`config.mk`:
```
export PLATFORM = sky130hd
export DESIGN_NAME = modulation_control
export DESIGN_NICKNAME = d
export VERILOG_FILES = /design/src/hw/modulation_pkg.sv /design/src/hw/modulation_control.sv /design/src/hw/level_table.sv /design/src/hw/deviation_unit.sv
export SDC_FILE = /design/constraint.sdc
export NUM_CORES = 1
export LEC_CHECK = 0
export BUFFER_PORTS_ARGS = -buffer_cell sky130_fd_sc_hd__clkbuf_2
export CORE_ASPECT_RATIO = 1.5
export CORE_UTILIZATION = 59
export DETAILED_ROUTE_END_ITERATION = 10
export HOLD_SLACK_MARGIN = 0.15
export PLACE_DENSITY = 0.8
export RECOVER_POWER = 50
export SLEW_MARGIN = 15
export SYNTH_ARGS = -nofsm -noshare
export SYNTH_HDL_FRONTEND = slang
export SYNTH_SLANG_ARGS = --single-unit
```
`constraint.sdc`:
```
create_clock -name hclk -period 5.15 [get_ports hclk]
set_input_delay 1.03 -clock hclk [delete_from_list [all_inputs] [get_ports hclk]]
set_output_delay 1.03 -clock hclk [all_outputs]
set_load 0.05 [all_outputs]
```
`src/hw/modulation_pkg.sv`:
```
// Constants, register map and carrier types of the modulation control block
package modulation_pkg;

  // Register byte offsets (low address bits only are decoded)
  localparam int unsigned ADDR_W = 8;
  localparam logic [7:0] OFF_MODCTRL = 8'h00;
  localparam logic [7:0] OFF_DEV = 8'h04;
  localparam logic [7:0] OFF_RATE = 8'h08;
  localparam logic [7:0] OFF_POWER = 8'h0C;
  localparam logic [7:0] OFF_STEP = 8'h10;
  localparam logic [7:0] OFF_TXCTRL = 8'h14;
  localparam logic [7:0] OFF_STATUS = 8'h18;
  // Level table occupies 0x20..0x3C, selected by address bits [7:5]
  localparam logic [2:0] TABLE_SEL = 3'h1;
  localparam int unsigned TABLE_SEL_LSB = 5;
  localparam int unsigned TABLE_IDX_LSB = 2;

  // Field widths
  localparam int unsigned SEL_W = 2;
  localparam int unsigned DEV_M_W = 3;
  localparam int unsigned DEV_E_W = 4;
  localparam int unsigned RATE_M_W = 8;
  localparam int unsigned RATE_E_W = 4;
  localparam int unsigned IDX_W = 3;
  localparam int unsigned DEVWORD_W = 12;
  localparam int unsigned STEP_W = 16;

  // Field positions
  localparam int unsigned MOD_SEL_LSB = 0;
  localparam int unsigned GAUSS_BIT = 2;
  localparam int unsigned CW_BIT = 3;
  localparam int unsigned DEV_M_LSB = 0;
  localparam int unsigned DEV_E_LSB = 4;
  localparam int unsigned RATE_M_LSB = 0;
  localparam int unsigned RATE_E_LSB = 8;
  localparam int unsigned RAMP_BIT = 0;
  localparam int unsigned TOP_LSB = 4;
  localparam int unsigned TXEN_BIT = 0;
  localparam int unsigned ST_ACTIVE_BIT = 0;
  localparam int unsigned ST_UNDERRUN_BIT = 1;
  localparam int unsigned ST_EXPBAD_BIT = 2;
  localparam int unsigned ST_IDX_LSB = 4;
  localparam int unsigned ST_MODE_LSB = 8;
  localparam int unsigned ST_ASK_BIT = 10;
  localparam int unsigned ST_DEV_LSB = 12;

  // Reset values
  localparam logic [SEL_W-1:0] RST_SEL = 2'h0;
  localparam logic [DEV_M_W-1:0] RST_DEV_M = 3'h0;
  localparam logic [DEV_E_W-1:0] RST_DEV_E = 4'h0;
  localparam logic [RATE_M_W-1:0] RST_RATE_M = 8'h00;
  localparam logic [RATE_E_W-1:0] RST_RATE_E = 4'h0;
  localparam logic [IDX_W-1:0] RST_TOP = 3'h0;
  localparam logic [STEP_W-1:0] RST_STEP = 16'h0001;

  // Deviation arithmetic
  localparam logic [DEV_E_W-1:0] DEV_E_MAX = 4'h9;
  localparam logic [12:0] DEV_BASE = 13'h0008;
  localparam logic [23:0] RATE_BASE = 24'h000100;
  // Quarter of the data rate expressed in synthesizer deviation units
  localparam int unsigned MSK_SHIFT = 12;

  // Ramp steps per symbol, last step index of a symbol; bus read wait states
  localparam logic [IDX_W-1:0] LAST_STEP = 3'h7;
  localparam logic [1:0] READ_WAIT = 2'h2;

  // Modulation selector, in selector code order
  typedef enum logic [SEL_W-1:0] {mod_fsk, mod_gfsk, mod_amp, mod_msk} mod_t;

  // Settings frozen at the start of a transmission
  typedef struct packed {
    mod_t mode;
    logic product_half;
    logic carrier_only;
    logic ramp_on;
    logic [IDX_W-1:0] top;
    logic [DEV_M_W-1:0] dev_m;
    logic [DEV_E_W-1:0] dev_e;
    logic [RATE_M_W-1:0] rate_m;
    logic [RATE_E_W-1:0] rate_e;
  } tx_settings_t;

  // Control word towards the frequency synthesizer
  typedef struct packed {
    logic active;
    mod_t mode;
    logic ask;
    logic gauss_on;
    logic gauss_half;
    logic carrier_only;
    logic data_bit;
  } synth_ctrl_t;

endpackage : modulation_pkg

```
`src/hw/modulation_control.sv`:
```
// Transmit modulation control with AHB-Lite register access
//
// Our own choices: the register offsets and the AHB-Lite interface to the registers.
`timescale 1ns/1ps
// Behaviour
// - two-bit selector picks FSK, GFSK, amplitude, MSK
// - FSK deviation from mantissa and exponent formula
// - mantissa three bits, exponent four bits, 0..9
// - GFSK Gaussian product selectable as 1 or 0.5
// - MSK ignores deviation fields, uses quarter rate
// - amplitude mode is ASK with ramp, else OOK
// - OOK ones at top level, zeros entry 0
// - ASK ones ramp up, zeros ramp down
// - each ASK step lasts one eighth symbol
// - repeated ones stay at top level
// - repeated zeros stay at entry 0
// - carrier enable gives unmodulated carrier
// - single host bit enables power ramping
// - three-bit top index limits table to eight
// - ASK index counter steps at eight times symbol rate
// - level word zero switches output stage off
module modulation_control #(
  parameter int unsigned LEVEL_WIDTH = 7
) (
  // Clock and reset
  input wire logic hclk,
  input wire logic hresetn,
  // AHB-Lite slave
  input wire logic hsel,
  input wire logic [31:0] haddr,
  input wire logic [1:0] htrans,
  input wire logic hwrite,
  input wire logic [2:0] hsize,
  input wire logic [31:0] hwdata,
  input wire logic hready,
  output logic [31:0] hrdata,
  output logic hreadyout,
  output logic hresp,
  // Transmit bit stream
  input wire logic tx_bit,
  input wire logic tx_bit_valid,
  output logic tx_bit_ready,
  // Synthesizer side
  output modulation_pkg::synth_ctrl_t synth_ctrl,
  output logic [modulation_pkg::DEVWORD_W-1:0] deviation_word,
  // Power amplifier side
  output logic [LEVEL_WIDTH-1:0] power_level_word,
  output logic output_stage_off
);

  if (LEVEL_WIDTH < 1 || LEVEL_WIDTH > 16) begin : g_check
    $error("modulation_control: LEVEL_WIDTH must be 1..16");
  end

  localparam int unsigned IW = modulation_pkg::IDX_W;
  localparam int unsigned SW = modulation_pkg::STEP_W;

  // True when a byte address hits the level table
  function automatic logic is_table(input logic [7:0] a);
    return a[7:modulation_pkg::TABLE_SEL_LSB] == modulation_pkg::TABLE_SEL;
  endfunction : is_table

  // Software registers
  modulation_pkg::mod_t modulation_select_reg;
  logic gaussian_product_select_reg;
  logic unmodulated_carrier_enable_reg;
  logic [modulation_pkg::DEV_M_W-1:0] deviation_mantissa_reg;
  logic [modulation_pkg::DEV_E_W-1:0] deviation_exponent_reg;
  logic [modulation_pkg::RATE_M_W-1:0] rate_mantissa_reg;
  logic [modulation_pkg::RATE_E_W-1:0] rate_exponent_reg;
  logic power_ramp_on_reg;
  logic [IW-1:0] top_level_index_reg;
  logic [SW-1:0] step_cycles_reg;
  logic tx_enable_reg;
  logic underrun_reg;

  // Bus pipeline
  logic accept;
  logic dp_write_reg;
  logic [7:0] dp_addr_reg;
  logic [1:0] rd_wait_reg;
  logic [31:0] hrdata_reg;
  logic [31:0] read_mux;
  logic wr_en;
  logic [LEVEL_WIDTH-1:0] table_a_q;
  logic [LEVEL_WIDTH-1:0] table_b_q;
  logic exponent_invalid;

  // Transmit engine
  modulation_pkg::tx_settings_t settings_next;
  modulation_pkg::tx_settings_t settings_reg;
  logic active_reg;
  logic entering;
  logic [SW-1:0] step_len;
  logic [SW-1:0] step_cnt_reg;
  logic [IW-1:0] sub_step_reg;
  logic step_tick;
  logic boundary;
  logic new_bit;
  logic bit_now;
  logic cur_bit_reg;
  logic [IW-1:0] level_index_reg;
  logic ask_on;

  // Address phase is taken only when the bus is ready and a transfer is real
  assign accept = hsel && hready && htrans[1];
  assign wr_en = dp_write_reg;
  assign hreadyout = (rd_wait_reg == 2'h0);
  assign hresp = 1'b0;
  assign hrdata = hrdata_reg;

  // Data phase bookkeeping; reads take two wait states for the table read
  always_ff @(posedge hclk or negedge hresetn) begin
    if (!hresetn) begin
      dp_write_reg <= 1'b0;
      dp_addr_reg <= 8'h00;
      rd_wait_reg <= 2'h0;
    end else begin
      dp_write_reg <= accept && hwrite;
      if (accept) begin
        dp_addr_reg <= haddr[modulation_pkg::ADDR_W-1:0];
      end
      if (accept && !hwrite) begin
        rd_wait_reg <= modulation_pkg::READ_WAIT;
      end else if (rd_wait_reg != 2'h0) begin
        rd_wait_reg <= rd_wait_reg - 2'h1;
      end
    end
  end

  // Register writes; unmapped addresses are ignored
  always_ff @(posedge hclk or negedge hresetn) begin
    if (!hresetn) begin
      modulation_select_reg <= modulation_pkg::mod_t'(modulation_pkg::RST_SEL);
      gaussian_product_select_reg <= 1'b0;
      unmodulated_carrier_enable_reg <= 1'b0;
      deviation_mantissa_reg <= modulation_pkg::RST_DEV_M;
      deviation_exponent_reg <= modulation_pkg::RST_DEV_E;
      rate_mantissa_reg <= modulation_pkg::RST_RATE_M;
      rate_exponent_reg <= modulation_pkg::RST_RATE_E;
      power_ramp_on_reg <= 1'b0;
      top_level_index_reg <= modulation_pkg::RST_TOP;
      step_cycles_reg <= modulation_pkg::RST_STEP;
      tx_enable_reg <= 1'b0;
    end else if (wr_en) begin
      unique case (dp_addr_reg)
        modulation_pkg::OFF_MODCTRL: begin
          modulation_select_reg <= modulation_pkg::mod_t'(hwdata[modulation_pkg::MOD_SEL_LSB +: 2]);
          gaussian_product_select_reg <= hwdata[modulation_pkg::GAUSS_BIT];
          unmodulated_carrier_enable_reg <= hwdata[modulation_pkg::CW_BIT];
        end
        modulation_pkg::OFF_DEV: begin
          deviation_mantissa_reg <= hwdata[modulation_pkg::DEV_M_LSB +: 3];
          deviation_exponent_reg <= hwdata[modulation_pkg::DEV_E_LSB +: 4];
        end
        modulation_pkg::OFF_RATE: begin
          rate_mantissa_reg <= hwdata[modulation_pkg::RATE_M_LSB +: 8];
          rate_exponent_reg <= hwdata[modulation_pkg::RATE_E_LSB +: 4];
        end
        modulation_pkg::OFF_POWER: begin
          power_ramp_on_reg <= hwdata[modulation_pkg::RAMP_BIT];
          top_level_index_reg <= hwdata[modulation_pkg::TOP_LSB +: 3];
        end
        modulation_pkg::OFF_STEP: begin
          step_cycles_reg <= hwdata[SW-1:0];
        end
        modulation_pkg::OFF_TXCTRL: begin
          tx_enable_reg <= hwdata[modulation_pkg::TXEN_BIT];
        end
        default: begin
        end
      endcase
    end
  end

  // Underrun is sticky, write one to clear; a new event beats the clear
  always_ff @(posedge hclk or negedge hresetn) begin
    if (!hresetn) begin
      underrun_reg <= 1'b0;
    end else if (boundary && !tx_bit_valid) begin
      underrun_reg <= 1'b1;
    end else if (wr_en && dp_addr_reg == modulation_pkg::OFF_STATUS && hwdata[modulation_pkg::ST_UNDERRUN_BIT]) begin
      underrun_reg <= 1'b0;
    end
  end

  // Read multiplexer; reserved bits and unmapped words read as zero
  always_comb begin
    read_mux = 32'h0000_0000;
    if (is_table(dp_addr_reg)) begin
      read_mux[LEVEL_WIDTH-1:0] = table_a_q;
    end else begin
      unique case (dp_addr_reg)
        modulation_pkg::OFF_MODCTRL: begin
          read_mux[modulation_pkg::MOD_SEL_LSB +: 2] = modulation_select_reg;
          read_mux[modulation_pkg::GAUSS_BIT] = gaussian_product_select_reg;
          read_mux[modulation_pkg::CW_BIT] = unmodulated_carrier_enable_reg;
        end
        modulation_pkg::OFF_DEV: begin
          read_mux[modulation_pkg::DEV_M_LSB +: 3] = deviation_mantissa_reg;
          read_mux[modulation_pkg::DEV_E_LSB +: 4] = deviation_exponent_reg;
        end
        modulation_pkg::OFF_RATE: begin
          read_mux[modulation_pkg::RATE_M_LSB +: 8] = rate_mantissa_reg;
          read_mux[modulation_pkg::RATE_E_LSB +: 4] = rate_exponent_reg;
        end
        modulation_pkg::OFF_POWER: begin
          read_mux[modulation_pkg::RAMP_BIT] = power_ramp_on_reg;
          read_mux[modulation_pkg::TOP_LSB +: 3] = top_level_index_reg;
        end
        modulation_pkg::OFF_STEP: begin
          read_mux[SW-1:0] = step_cycles_reg;
        end
        modulation_pkg::OFF_TXCTRL: begin
          read_mux[modulation_pkg::TXEN_BIT] = tx_enable_reg;
        end
        modulation_pkg::OFF_STATUS: begin
          read_mux[modulation_pkg::ST_ACTIVE_BIT] = active_reg;
          read_mux[modulation_pkg::ST_UNDERRUN_BIT] = underrun_reg;
          read_mux[modulation_pkg::ST_EXPBAD_BIT] = exponent_invalid;
          read_mux[modulation_pkg::ST_IDX_LSB +: 3] = level_index_reg;
          read_mux[modulation_pkg::ST_MODE_LSB +: 2] = settings_reg.mode;
          read_mux[modulation_pkg::ST_ASK_BIT] = ask_on;
          read_mux[modulation_pkg::ST_DEV_LSB +: 12] = deviation_word;
        end
        default: begin
        end
      endcase
    end
  end

  // Read data register loaded in the last wait cycle
  always_ff @(posedge hclk or negedge hresetn) begin
    if (!hresetn) begin
      hrdata_reg <= 32'h0000_0000;
    end else if (rd_wait_reg == 2'h1) begin
      hrdata_reg <= read_mux;
    end
  end

  level_table #(
    .WIDTH(LEVEL_WIDTH),
    .DEPTH(1 << IW),
    .AW(IW)
  ) u_table (
    .clk(hclk),
    .rst_n(hresetn),
    .wr_en(wr_en && is_table(dp_addr_reg)),
    .wr_addr(dp_addr_reg[modulation_pkg::TABLE_IDX_LSB +: IW]),
    .wr_data(hwdata[LEVEL_WIDTH-1:0]),
    .a_rd_en(rd_wait_reg == modulation_pkg::READ_WAIT),
    .a_addr(dp_addr_reg[modulation_pkg::TABLE_IDX_LSB +: IW]),
    .a_q(table_a_q),
    .b_addr(level_index_reg),
    .b_q(table_b_q)
  );

  // Live register values that would be frozen on entry
  always_comb begin
    settings_next.mode = modulation_select_reg;
    settings_next.product_half = gaussian_product_select_reg;
    settings_next.carrier_only = unmodulated_carrier_enable_reg;
    settings_next.ramp_on = power_ramp_on_reg;
    settings_next.top = top_level_index_reg;
    settings_next.dev_m = deviation_mantissa_reg;
    settings_next.dev_e = deviation_exponent_reg;
    settings_next.rate_m = rate_mantissa_reg;
    settings_next.rate_e = rate_exponent_reg;
  end

  // Freeze settings so mid-packet writes wait for the next transmission; step length and level table writes act at once
  assign entering = tx_enable_reg && !active_reg;
  always_ff @(posedge hclk or negedge hresetn) begin
    if (!hresetn) begin
      settings_reg <= '0;
      active_reg <= 1'b0;
    end else begin
      active_reg <= tx_enable_reg;
      if (entering) begin
        settings_reg <= settings_next;
      end
    end
  end

  deviation_unit u_dev (
    .clk(hclk),
    .rst_n(hresetn),
    .settings(settings_reg),
    .deviation_word(deviation_word),
    .exponent_invalid(exponent_invalid)
  );

  // Step timing: a zero step length behaves as one cycle
  assign step_len = (step_cycles_reg == '0) ? SW'(1) : step_cycles_reg;
  assign step_tick = active_reg && (step_cnt_reg == step_len - SW'(1));
  assign boundary = step_tick && (sub_step_reg == modulation_pkg::LAST_STEP);
  assign tx_bit_ready = boundary;
  assign new_bit = tx_bit_valid && tx_bit; // Starved stream sends zero
  assign bit_now = boundary ? new_bit : cur_bit_reg;
  assign ask_on = (settings_reg.mode == modulation_pkg::mod_amp) && settings_reg.ramp_on;

  // Eight steps per symbol; the first tick after entry opens a symbol
  always_ff @(posedge hclk or negedge hresetn) begin
    if (!hresetn) begin
      step_cnt_reg <= '0;
      sub_step_reg <= '0;
      cur_bit_reg <= 1'b0;
    end else if (entering) begin
      step_cnt_reg <= step_len - SW'(1);
      sub_step_reg <= modulation_pkg::LAST_STEP;
    end else if (active_reg) begin
      step_cnt_reg <= step_tick ? '0 : step_cnt_reg + SW'(1);
      if (step_tick) begin
        sub_step_reg <= sub_step_reg + IW'(1);
      end
      if (boundary) begin
        cur_bit_reg <= new_bit;
      end
    end
  end

  // Level index: ramps in ASK, jumps in OOK, fixed at top otherwise
  always_ff @(posedge hclk or negedge hresetn) begin
    if (!hresetn) begin
      level_index_reg <= '0;
    end else if (entering) begin
      level_index_reg <= (settings_next.mode == modulation_pkg::mod_amp && !settings_next.carrier_only) ?
                         '0 : settings_next.top;
    end else if (active_reg) begin
      if (settings_reg.carrier_only || settings_reg.mode != modulation_pkg::mod_amp) begin
        level_index_reg <= settings_reg.top;
      end else if (ask_on) begin
        if (step_tick && bit_now && level_index_reg < settings_reg.top) begin
          level_index_reg <= level_index_reg + IW'(1);
        end else if (step_tick && !bit_now && level_index_reg != '0) begin
          level_index_reg <= level_index_reg - IW'(1);
        end
      end else if (boundary) begin
        level_index_reg <= new_bit ? settings_reg.top : '0;
      end
    end
  end

  // Power word and stage off flag; idle transmitter drives zero level
  always_ff @(posedge hclk or negedge hresetn) begin
    if (!hresetn) begin
      power_level_word <= '0;
      output_stage_off <= 1'b1;
    end else begin
      power_level_word <= active_reg ? table_b_q : '0;
      output_stage_off <= !active_reg || (table_b_q == '0);
    end
  end

  // Synthesizer control word, registered
  always_ff @(posedge hclk or negedge hresetn) begin
    if (!hresetn) begin
      synth_ctrl <= '0;
    end else begin
      synth_ctrl.active <= active_reg;
      synth_ctrl.mode <= settings_reg.mode;
      synth_ctrl.ask <= ask_on;
      synth_ctrl.gauss_on <= (settings_reg.mode == modulation_pkg::mod_gfsk) && !settings_reg.carrier_only;
      synth_ctrl.gauss_half <= settings_reg.product_half;
      synth_ctrl.carrier_only <= settings_reg.carrier_only;
      synth_ctrl.data_bit <= settings_reg.carrier_only ? 1'b0 : cur_bit_reg;
    end
  end

endmodule : modulation_control

```
`src/hw/level_table.sv`:
```
// Output level table: one write port, two registered read ports
`timescale 1ns/1ps
module level_table #(
  parameter int unsigned WIDTH = 7,
  parameter int unsigned DEPTH = 8,
  parameter int unsigned AW = 3
) (
  // Clock and reset
  input wire logic clk,
  input wire logic rst_n,
  // Write port
  input wire logic wr_en,
  input wire logic [AW-1:0] wr_addr,
  input wire logic [WIDTH-1:0] wr_data,
  // Bus read port
  input wire logic a_rd_en,
  input wire logic [AW-1:0] a_addr,
  output logic [WIDTH-1:0] a_q,
  // Level lookup port, read every cycle
  input wire logic [AW-1:0] b_addr,
  output logic [WIDTH-1:0] b_q
);

  if (DEPTH != (1 << AW) || WIDTH < 1 || WIDTH > 32) begin : g_check
    $error("level_table: DEPTH must be 2**AW and WIDTH 1..32");
  end

  logic [WIDTH-1:0] mem_reg [DEPTH];

  // Storage; reset to zero so every level starts switched off
  always_ff @(posedge clk or negedge rst_n) begin
    if (!rst_n) begin
      for (int i = 0; i < DEPTH; i++) begin
        mem_reg[i] <= '0;
      end
    end else if (wr_en) begin
      mem_reg[wr_addr] <= wr_data;
    end
  end

  // Bus read data, loaded only when asked
  always_ff @(posedge clk or negedge rst_n) begin
    if (!rst_n) begin
      a_q <= '0;
    end else if (a_rd_en) begin
      a_q <= mem_reg[a_addr];
    end
  end

  // Lookup read data, one cycle behind the index
  always_ff @(posedge clk or negedge rst_n) begin
    if (!rst_n) begin
      b_q <= '0;
    end else begin
      b_q <= mem_reg[b_addr];
    end
  end

endmodule : level_table

```
`src/hw/deviation_unit.sv`:
```
// Frequency deviation word from the frozen transmit settings
`timescale 1ns/1ps
module deviation_unit (
  // Clock and reset
  input wire logic clk,
  input wire logic rst_n,
  // Frozen settings
  input wire modulation_pkg::tx_settings_t settings,
  // Result
  output logic [modulation_pkg::DEVWORD_W-1:0] deviation_word,
  output logic exponent_invalid
);

  // floor((8 + m) * 2^(e - 1)); exponents above the valid range saturate
  function automatic logic [11:0] fsk_dev(input logic [2:0] m, input logic [3:0] e);
    logic [3:0] ee;
    logic [12:0] v;
    ee = (e > modulation_pkg::DEV_E_MAX) ? modulation_pkg::DEV_E_MAX : e;
    v = (modulation_pkg::DEV_BASE + {10'h000, m}) << ee;
    return v[12:1];
  endfunction : fsk_dev

  // Quarter of the data rate, assuming digital clock equals the reference
  function automatic logic [11:0] msk_dev(input logic [7:0] m, input logic [3:0] e);
    logic [23:0] v;
    logic [23:0] s;
    v = (modulation_pkg::RATE_BASE + {16'h0000, m}) << e;
    s = v >> modulation_pkg::MSK_SHIFT;
    return s[11:0];
  endfunction : msk_dev

  // Registered so the synthesizer sees a clean word
  always_ff @(posedge clk or negedge rst_n) begin
    if (!rst_n) begin
      deviation_word <= '0;
    end else if (settings.carrier_only) begin
      deviation_word <= '0;
    end else begin
      unique case (settings.mode)
        modulation_pkg::mod_fsk, modulation_pkg::mod_gfsk: begin
          deviation_word <= fsk_dev(settings.dev_m, settings.dev_e);
        end
        modulation_pkg::mod_msk: begin
          deviation_word <= msk_dev(settings.rate_m, settings.rate_e);
        end
        modulation_pkg::mod_amp: begin
          deviation_word <= '0;
        end
      endcase
    end
  end

  // Flag an exponent outside 0..9 in every mode
  always_ff @(posedge clk or negedge rst_n) begin
    if (!rst_n) begin
      exponent_invalid <= 1'b0;
    end else begin
      exponent_invalid <= (settings.dev_e > modulation_pkg::DEV_E_MAX);
    end
  end

endmodule : deviation_unit

```
# After elaboration in Yosys (flattened, before gate mapping)
# Index checks and enable logic that the tools add are counted.
[classes]
reduce_logical = 50
bitwise = 3
eq_ne = 17
n_lt_le_gt_ge = 5
add_sub_neg = 8
mux = 46
shifts = 2
[op_table]
columns = ["op", "count"]
rows = [
  ["2-to-1 mux 16 bit", 4],
  ["bitwise mux 56 bit", 1],
  ["2-to-1 mux 7 bit", 7],
  ["binary-select mux 7 bit (select 3 bit)", 2],
  ["2-to-1 mux 3 bit", 12],
  ["case mux 12 bit (3 select lines)", 1],
  ["equality test 8 x 5 -> 1 bit, second input constant", 3],
  ["<< shifter 24 x 4 -> 24 bit", 1],
  ["demux 7 bit (select 3 bit)", 1],
  ["logical AND 1 bit", 20],
  ["2-to-1 mux 17 bit", 1],
  ["adder 16 x 1 -> 16 bit, second input constant", 1],
  ["equality test 16 bit", 1],
  ["equality test 8 x 4 -> 1 bit, second input constant", 2],
  ["zero test 16 bit", 1],
  ["AND reduction 2 bit", 8],
  ["subtractor 16 x 1 -> 16 bit, second input constant", 1],
  ["case mux 3 bit (5 select lines)", 1],
  ["<< shifter 13 x 4 -> 13 bit", 1],
  ["2-to-1 mux 12 bit", 1],
  ["adder 9 x 8 -> 10 bit, first input constant", 1],
  ["case mux 2 bit (5 select lines)", 1],
  ["nonzero test 2 bit", 5],
  ["case mux 3 bit (3 select lines)", 1],
  ["34 further kinds", 53],
]
[word_totals]
register_bits = 230
elab_cells = 182
inputBits = 76
out_inout_bits = 63

# Logic depth before layout (Yosys ltp)
# Gate-level depths: netlist of the first run.
[depth]
word_depth = 16
ltp_mapped = 21
mapped_depth_nobuf = 17

# Cells and area by module
# A second synthesis of the first run with hierarchy kept.
[unflattened]
cells_unflattened = 1124
hier_area_um2 = 12411.9
[modules_own_cells]
columns = ["module", "instances", "cells_each", "area_each_um2"]
rows = [
  ["modulation_control", 1, 744, 7697.4],
  ["level_table", 1, 239, 3552.2],
  ["deviation_unit", 1, 141, 1162.4],
]

# Least setup slack after synthesis of the first run
# No wires, ideal clock.
[synth_path]
kind = "register -> output"
from = "register step_cycles_reg[4]"
to = "output port tx_bit_ready"
path_buffers = 5
t_required_ns = 4.120
arrival_ns = 3.866
stages_incl_launch_ff = 18
setup_slack_ns = 0.254
path_cell_list = "dfrtp_1 > buf_6 > or4_4 > buf_2 > or3_1 > buf_4 > nor2_1 > nor2_1 > ha_1 > or4b_1 > or3_1 > clkbuf_1 > xor2_1 > o221ai_1 > nor4b_2 > and3_1 > buf_4 > and2_4"
[synth_between]
elab_chain_cells = 6
[synth_lines]
columns = ["element", "line_no", "source"]
rows = [
  ["start: declaration", "modulation_control.sv:73", "logic [SW-1:0] step_cycles_reg;"],
  ["start signal: assignment", "modulation_control.sv:143", "step_cycles_reg <= modulation_pkg::RST_STEP;"],
  ["start signal: assignment", "modulation_control.sv:165", "step_cycles_reg <= hwdata[SW-1:0];"],
  ["zero test 16 bit", "modulation_control.sv:294", "assign step_len = (step_cycles_reg == '0) ? SW'(1) : step_cycles_reg;"],
  ["2-to-1 mux 16 bit *", "modulation_control.sv:294", ""],
  ["subtractor 16 x 1 -> 16 bit *", "modulation_control.sv:295", "assign step_tick = active_reg && (step_cnt_reg == step_len - SW'(1));"],
  ["equality test 16 bit *", "modulation_control.sv:295", ""],
  ["logical AND 1 bit *", "modulation_control.sv:295", ""],
  ["logical AND 1 bit *", "modulation_control.sv:296", "assign boundary = step_tick && (sub_step_reg == modulation_pkg::LAST_STEP);"],
  ["end: declaration", "modulation_control.sv:42", "output logic tx_bit_ready,"],
]
# Mark *: on every way between the ends. The rest lies on a longest branch, timed or not.

# Final worst setup path of the first run
# Ends and elaborated chain as after synthesis.

==> results of run 1 <==
[layout by cell type, fill, tap and decap left out, types with 6 or more instances in the layout]
master / netlist / layout
dfrtp_1: 228 / 224
nand2_1: 144 / 144
mux2_2: 120 / 116
nor2_1: 95 / 93
clkbuf_2: 0 / 85
a21oi_1: 53 / 53
o21ai_0: 52 / 52
mux2i_1: 33 / 33
inv_1: 31 / 31
mux4_2: 29 / 29
buf_4: 11 / 26
xnor2_1: 23 / 23
clkbuf_16: 0 / 23
nand3_1: 20 / 20
nor3_1: 18 / 17
nand2b_1: 13 / 13
o22ai_1: 11 / 11
nor3b_1: 10 / 10
xor2_1: 10 / 9
conb_1: 1 / 9
and3_1: 9 / 8
a31oi_1: 8 / 8
a22oi_1: 8 / 8
a211oi_1: 8 / 8
nor4_1: 9 / 8
ha_1: 9 / 8
nor2b_1: 7 / 7
or3_1: 8 / 7
and2_1: 11 / 7
a221oi_1: 7 / 7
or4_1: 6 / 6
nand4_1: 6 / 6
and2_0: 2 / 6
[worst max-delay path, cell delays in order (launching register included)]
cell and delay (ps):
dfrtp_2 460, or4_4 550, or3_1 430, nor2_2 130, nor2_1 70, ha_2 200
or4b_4 240, or3_4 170, xor2_2 180, o221ai_2 160, nor4b_4 300, and3_4 250
and2_4 190, buf_12 140
[stage by stage]
step	instances	power [W]	TNS, ps	area [um2]	hold slack, ps
floorplan	1158	0.00474	0	12100	352
global placement	1434	0.00538	0	12700	367
detailed placement	1434	0.00544	0	12700	364
CTS	1480	0.00732	0	13600	378
global route	1484	0.00772	-40.4	13600	390
finish	1484	0.00733	0	13600	377
[logic make-up after synthesis]
logic type / Yosys count / synth area share (%)
buf+inv: 123 / 4.27
mux: 183 / 19.4
xor+xnor: 33 / 2.39
simple gates: 378 / 14.9
other cells: 1 / 0.0311
flops: 230 / 47.7
compound gates: 192 / 10.2
fa+ha+maj: 10 / 1.10
[cell type report]
cell class,instances,area [um2],area share (%)
Multi-Input combinational cell,805,5900,43.3
Timing Repair Buffer,115,668,4.91
Inverter,32,120,0.883
Clock inverter,17,239,1.76
Sequential cell,230,5760,42.4
Clock buffer,25,593,4.36
Tap cell,260,325,2.39
[power by group through the flow]
stage	sequential [W]	combinational [W]	clock [W]
6_report	0.00286	0.00264	0.00183
5_1_grt	0.00292	0.00287	0.00192
4_1_cts	0.00284	0.00262	0.00185
3_5_place_dp	0.00287	0.00258	0
3_3_place_gp	0.00285	0.00253	0
2_1_floorplan	0.00300	0.00174	0
[what timing repair did]
item | CTS | global route
resized for setup | 6 | 10
buffers inserted | 4 | 4
endpoints found under the hold margin | 0 | 0
pin swaps | 4 | 2
setup endpoints to repair | 1 | 1
[layer usage]
layer,wire [um],global-route usage [%]
met1,11300,34.7
met2,15700,52.5
met3,1890,4.28
met4,1900,19.3
met5,0,0
[worst paths after layout]
| path | start | end | slack [ps] | cells after the start |
|---|---|---|---|---|
| hold / removal | settings_reg[24]$_DFFE_PN0P_ | synth_ctrl[2]$_DFF_PN0_ | 380 | 0 |
| setup reg to reg | step_cycles_reg[4]$_DFFE_PN0P_ | level_index_reg[2]$_DFFE_PN0P_ | 600 | 20 |
| min in group asynchronous | hresetn | dp_addr_reg[6]$_DFFE_PN0P_ | 1510 | 1 |
| max in group asynchronous | hresetn | hrdata[19]$_DFFE_PN0P_ | 1410 | 2 |
| setup / recovery | step_cycles_reg[4]$_DFFE_PN0P_ | tx_bit_ready | 130 | 13 |
| hold reg to reg | settings_reg[24]$_DFFE_PN0P_ | synth_ctrl[2]$_DFF_PN0_ | 380 | 0 |
==> reports/results.ini, run 1 <==
[synth]
synth_edf_count=0
synth_largest_area_cell=dfrtp_1
yosysTopAreaCellShare_pct=47.3
yosysSeqAreaShare_pct=47.7
yosys.cell_types.count=74
yosysMostFrequentCell=dfrtp_1
avgSynthCellArea_um2=10.5
synth_seq_cells=230
synth_warnings=0
synth-main-ff-cell=dfrtp_1
syn_inst=1150
synthTopCellsByCount=228 x dfrtp_1, 144 x nand2_1, 120 x mux2_2
ys_async_sr_fraction_pct=100
synth_area_leaders=dfrtp_1 47%, mux2_2 11%, mux4_2 5.4%
netlist_area_mm2=0.0121

[layout]
antenna_cells=0
fill_cells=1438
largest_reg_flops=56
area.growth.synth_to_final_pct=12.7
post-route-util_pct=68.2
drive_gt1_share_pct=27.0
nets=1293

[clock_network]
cts_hold_buf=0
clk_path_buf_depth=3
clock_latency_ps=520
cts_made_buffers=23
cts.sinks=230
clkTransAtPathRegs_ps=70
htreeDepth=1
root_buffer=clkbuf_16
cts_tree=yes

[detailed_routing]
drc=0
drt_iter0_drc=786
num_vias=9346
wire_per_inst_um=20.7
wl_um=30700
final_antenna_net_count=0
drt-pass1-iter-count=5
via_per_inst=6.30

[grt]
grt_pass1_wl_um=49300
antenna_found_initial=0
grt_usage_pct=30.1
grt_start_max_net_pins=130
grt-ovfl-total=0
grt_pass1_vias=9465

[sta]
skew_ps=5.41
fin_crit_sh_pct=97.4
finalSetupViolCount=0
max_freq_mhz=199
tightest_slew_ps=3190
slew_headroom_pct=-113
timing.final.ws_setup_ps=133
slew_violations=196
fin_crit_ps=5020
hold_viol=0

[pwr]
power.density_mw_per_mm2=539
swShare_pct=40.4
clkPwrFrac_pct=25.0
p_switching_w=0.00296
p_comb_share_pct=36.0
intPower_w=0.00437
p_leak_nw=5.97
seqPwrFrac_pct=39.0
peakVddDrop_v=0.000359

[place]
place_congestion=0.908
dp_hpwl_um=20900
dp_slack_ps=310
portBuffers=85

[die]
core_mm2=0.0199
die_y_um=177
rows=63
die-area_mm2=0.0210
start_util_pct=60.5
pin_count=139
die_width_um=119

[flow_run]
max-cap-violations=3

[setup_path]
critical_path_class=register to output port
crit_required_ps=4120
arrival_ps=3990
path_max_fanout=7
cp-end-kind=output port
startpoint_type=register

[min_path]
hold_class=register to register

[run_status]
violations=capacitance limit, slew limit
status=finished, violations left

Note: power is estimated with default switching activity, not from simulation.
==> inputs of run 2 (changes only) <==
--- a/config.mk
+++ b/config.mk
@@ -10,6 +10,7 @@
 export CORE_UTILIZATION = 59
 export DETAILED_ROUTE_END_ITERATION = 10
 export HOLD_SLACK_MARGIN = 0.15
+export MAX_ROUTING_LAYER = met4
 export PLACE_DENSITY = 0.8
 export RECOVER_POWER = 50
 export SLEW_MARGIN = 15
==> reports/results.ini, run 2 (synthesized netlist as in run 1, its figures left out) <==
[run_status]
status=finished, violations left
violations=capacitance limit, slew limit

[pwr]
swShare_pct=39.5
p_comb_share_pct=35.4
intPower_w=0.00448
p_switching_w=0.00293
peakVddDrop_v=0.000353
clkPwrFrac_pct=25.9
p_total_w=0.00740
power.density_mw_per_mm2=543
p_leak_nw=5.99
seqPwrFrac_pct=38.7

[grt]
use_met1_pct=36.1
grt_start_max_net_pins=115
grt_pass1_wl_um=49600
grtUsageMet2_pct=53.6
antenna_found_initial=0
grt_pass1_vias=9373
grt_usage_pct=31.1
grt_busiest_layer=met2
grt-ovfl-total=0
grt_use_met3_pct=3.41

[setup_path]
critical_path_class=register to output port
r2r_start=step_cycles_reg[4]$_DFFE_PN0P_
cp-end-kind=output port
critPathSlowestCell=or4_4
arrival_ps=3970
path_buf_inv=1
cpMostUsedCell=nor2_1
crit_required_ps=4120
path_cells=or4_4 > or3_1 > nor2_1 > nor2_1 > ha_2 > or4b_4 > or3_4 > xor2_2 > o221ai_2 > nor4b_2 > and3_4 > and2_4 > buf_12
r2r_cells=19
slowest_delay_ps=550
r2r-end=level_index_reg[2]$_DFFE_PN0P_
regToRegSetupSlack_ps=760
cp_top_family=simple AND/OR/NAND/NOR gates
path_max_fanout=7
startpoint=step_cycles_reg[4]$_DFFE_PN0P_
startpoint_type=register

[sta]
slew_headroom_pct=-88.7
skew_ps=11.7
hold_viol=0
slew_violations=181
fin_crit_sh_pct=97.1
finalSetupViolCount=0
fin_crit_ps=5000
fin_setup_tns_ps=0
max_freq_mhz=200
tightest_slew_ps=2830

[die]
core_mm2=0.0199
pin_count=139
start_util_pct=60.5
die_y_um=177
die_width_um=119
die-area_mm2=0.0210
rows=63

[layout]
area.growth.synth_to_final_pct=13.0
layout_common_cells=224 x dfrtp_1, 144 x nand2_1, 118 x mux2_2
drive_gt1_share_pct=27.1
design_area_mm2=0.0136
nets=1292
largest_reg_flops=56
final_common_cell=dfrtp_1

[place]
place_congestion=0.925
dp_hpwl_um=21200
placed_cell_area_mm2=0.0127
portBuffers=85

[detailed_routing]
drt-pass1-iter-count=5
wl_um=30700
wire_per_inst_um=20.7
drt_iter0_drc=653
final_antenna_net_count=0
num_vias=9224
drc=0
via_per_inst=6.22

[min_path]
hold_class=register to register
hold_start=settings_reg[24]$_DFFE_PN0P_
min_to=synth_ctrl[2]$_DFF_PN0_
worstHoldPathCells=0

[clock_network]
root_buffer=clkbuf_16
clk_path_buf_depth=3
htreeDepth=1
cts.sinks=230
cts_made_buffers=23
clock_latency_ps=510
cts_tree=yes
clkTransAtPathRegs_ps=60

[flow_run]
max-cap-violations=3

run 2: cell types whose count changed in the layout (fill, tap and decap cells not counted), sizes merged:
cell and delta:
buf -1, bufinv +1, clkbuf +4, clkinv -2, clkinvlp -3, diode +1
inv -1
run 2: power groups by stage:
stage	clock network, W	logic (W)	registers [W]
after floorplan	0	0.00174	0.00300
after global placement	0	0.00253	0.00285
after detailed placement	0	0.00258	0.00287
after CTS	0.00194	0.00261	0.00284
after global routing	0.00202	0.00286	0.00293
final	0.00192	0.00262	0.00286
run 2: worst register-to-register path, stage by stage (launching register included):
cell      delay [ps]
dfrtp_2          460
or4_4            550
or3_1            400
nor2_1           140
nor2_1            80
ha_2             190
buf_4            140
xnor2_1          180
nor2_1            60
o21a_1           210
nor4_2           230
and4_2           270
buf_4            120
nand4_1          100
fa_1             430
mux2i_1          170
o21ai_0          100
o21a_1           180
a31oi_1          140
o211ai_1         100
run 2: area by class of cell:
cell class	count	area, um2
Clock buffer	29	658
Inverter	32	120
Multi-Input combinational cell	805	5880
Fill cell	1455	6310
Tap cell	260	325
Clock inverter	12	224
Sequential cell	230	5760
Antenna cell	1	2.50
Timing Repair Buffer	114	661
run 2: metal layers:
| layer | vias up | share of wire, % |
|---|---|---|
| li1 | 4171 | - |
| met1 | 4555 | 38 |
| met2 | 374 | 51 |
| met3 | 124 | 5.5 |
| met4 | 0 | 5.8 |
| met5 | - | 0 |
run 2: worst max path at each step:
stage                    to  slack (ps)  cells past startpoint
2_1_floorplan  tx_bit_ready         250                     17
4_1_cts        tx_bit_ready           4                     13
3_3_place_gp   tx_bit_ready         350                     13
6_report       tx_bit_ready         150                     13
3_5_place_dp   tx_bit_ready         300                     13
5_1_grt        tx_bit_ready          -7                     14
run 2: what timing repair did:
| item | 4_1_cts | 5_1_grt |
|---|---|---|
| buffers inserted | 3 | 5 |
| setup endpoints to repair | 1 | 1 |
| hold buffers | 0 | 0 |
| pin swaps | 3 | 4 |
| gates resized for setup | 5 | 9 |
| endpoints found under the hold margin | 0 | 0 |
run 2: per-stage QoR:
stage                     utilization (%)  hold WS, ps  worst slack [ps]  instances
final                                68.4          392               150       1483
after global routing                 68.4          411             -6.80       1482
after CTS                            68.1          391              4.46       1477
after detailed placement             63.5          376               295       1433
after global placement               63.5          372               351       1433
after floorplan                         -          352               254       1158
==> inputs of run 3 (changes only) <==
--- a/config.mk
+++ b/config.mk
@@ -7,11 +7,12 @@
 export LEC_CHECK = 0
 export BUFFER_PORTS_ARGS = -buffer_cell sky130_fd_sc_hd__clkbuf_2
 export CORE_ASPECT_RATIO = 1.5
-export CORE_UTILIZATION = 59
+export CORE_UTILIZATION = 53
+export CTS_CLUSTER_SIZE = 14
 export DETAILED_ROUTE_END_ITERATION = 10
 export HOLD_SLACK_MARGIN = 0.15
 export MAX_ROUTING_LAYER = met4
-export PLACE_DENSITY = 0.8
+export PLACE_DENSITY = 0.76
 export RECOVER_POWER = 50
 export SLEW_MARGIN = 15
 export SYNTH_ARGS = -nofsm -noshare
==> constraint.sdc (replaced) <==
create_clock -name hclk -period 4.4 [get_ports hclk]
set_input_delay 0.88 -clock hclk [delete_from_list [all_inputs] [get_ports hclk]]
set_output_delay 0.88 -clock hclk [all_outputs]
set_load 0.05 [all_outputs]
==> reports/results.ini, run 3 (synthesized netlist as in run 1, its figures left out) <==
[run_status]
status=finished, violations left
violations=DRC, capacitance limit, slew limit, setup timing

[detailed_routing]
via_per_inst=6.00
drt_iter0_drc=781
num_vias=9145
final_antenna_net_count=0
wire_per_inst_um=19.7
drc=30
drt-pass1-iter-count=9
wl_um=30000

[layout]
drive_gt1_share_pct=28.9
fill_cells=1808
antenna_cells=0
area.growth.synth_to_final_pct=14.1
largest_reg_flops=56
final_common_cell=dfrtp_1
layout_common_cells=227 x dfrtp_1, 144 x nand2_1, 120 x mux2_2
nets=1319

[clock_network]
cts_tree=yes
htreeDepth=1
root_buffer=clkbuf_16
cts_hold_buf=0
clock_latency_ps=510
cts.sinks=230
cts_made_buffers=23
clkTransAtPathRegs_ps=60
clk_path_buf_depth=3

[sta]
fin_setup_tns_ps=-173
finalSetupViolCount=1
fin_crit_ps=4570
timing.final.ws_setup_ps=-173
skew_ps=16.1
slew_violations=137
hold_viol=0
slew_headroom_pct=-46.6
rsz0062_at_grt=yes
fin_crit_sh_pct=104
tightest_slew_ps=2200
max_freq_mhz=219

[min_path]
hold_class=register to register

[setup_path]
crit_required_ps=3520
cpMostUsedCell=nor2_4
path_max_fanout=4
critPathSlowestCell=or4_4
cp-end-kind=output port
slowest_delay_ps=540
arrival_ps=3690
path_cells=or4_4 > or3_4 > nor2_4 > nor2_4 > ha_4 > or4b_4 > nor4_2 > xnor2_1 > o221ai_2 > nor4b_4 > and3_4 > and2_4 > buf_12
path_buf_inv=1
startpoint_type=register
critical_path_class=register to output port
cp_top_family=simple AND/OR/NAND/NOR gates

[place]
dp_hpwl_um=21700
portBuffers=85
dp_slack_ps=66.6
place_congestion=0.948

[die]
die-area_mm2=0.0234
pin_count=139
die_width_um=125
die_y_um=187
rows=67
core_mm2=0.0224
start_util_pct=53.9

[pwr]
power.density_mw_per_mm2=610
peakVddDrop_v=0.000348
p_leak_nw=6.09

[grt]
grt_usage_pct=27.3
grt_pass1_wl_um=48800
grt-ovfl-total=0
grtUsageMet2_pct=46.8
grt_use_met3_pct=2.63
antenna_found_initial=0
use_met1_pct=32.4
grt_busiest_layer=met2
grt_pass1_vias=9176
grt_start_max_net_pins=91

[flow_run]
max-cap-violations=2

## run 3: final timing paths
kind                                                        to  cells past startpoint  slack [ps]                            from
max in group asynchronous           dp_addr_reg[3]$_DFFE_PN0P_                      2        1090                         hresetn
worst min-delay path                   synth_ctrl[2]$_DFF_PN0_                      0         370    settings_reg[24]$_DFFE_PN0P_
worst max register to register  level_index_reg[2]$_DFFE_PN0P_                     19         220  step_cycles_reg[2]$_DFFE_PN0P_
min in group asynchronous         step_cnt_reg[12]$_DFFE_PN0P_                      1         990                         hresetn
worst max-delay path                              tx_bit_ready                     13        -170  step_cycles_reg[2]$_DFFE_PN0P_
worst min register to register         synth_ctrl[2]$_DFF_PN0_                      0         370    settings_reg[24]$_DFFE_PN0P_
## run 3: cell type report
cell class	count	area [um2]	share of cell area [%]
Clock inverter	9	105	0.763
Multi-Input combinational cell	805	5940	43.1
Sequential cell	230	5760	41.8
Inverter	32	120	0.872
Timing Repair Buffer	141	851	6.18
Tap cell	276	345	2.51
Clock buffer	30	652	4.73
## run 3: per-stage QoR
step	hold WS, ps	std cells	util (%)	power [W]	cell area, um2
finish	373	1523	61.5	0.00839	13800
detailed placement	362	1473	57.6	0.00641	12900
global route	397	1523	61.5	0.00887	13800
CTS	375	1519	61.4	0.00841	13800
global placement	363	1473	57.6	0.00636	12900
floorplan	352	1158	-	0.00555	12200
## run 3: timing repair
action | 4_1_cts | 5_1_grt
pin swaps | 9 | 14
endpoints found under the setup margin | 1 | 2
resized for setup | 10 | 4
buffers inserted | 7 | 4
## run 3: routing by layer
layer / part of all wire (%) / vias up
met2: 51 / 299
met5: 0 / -
met3: 4.9 / 79
li1: - / 4237
met4: 4.6 / 0
met1: 39 / 4530
## run 3: power breakdown
group / leakage (nW) / internal, W / switching, W
Sequential: 2.82 / 0.00264 / 0.000682
Clock: 0.374 / 0.00116 / 0.000803
Combinational: 2.89 / 0.00122 / 0.00189
Total: 6.09 / 0.00502 / 0.00338
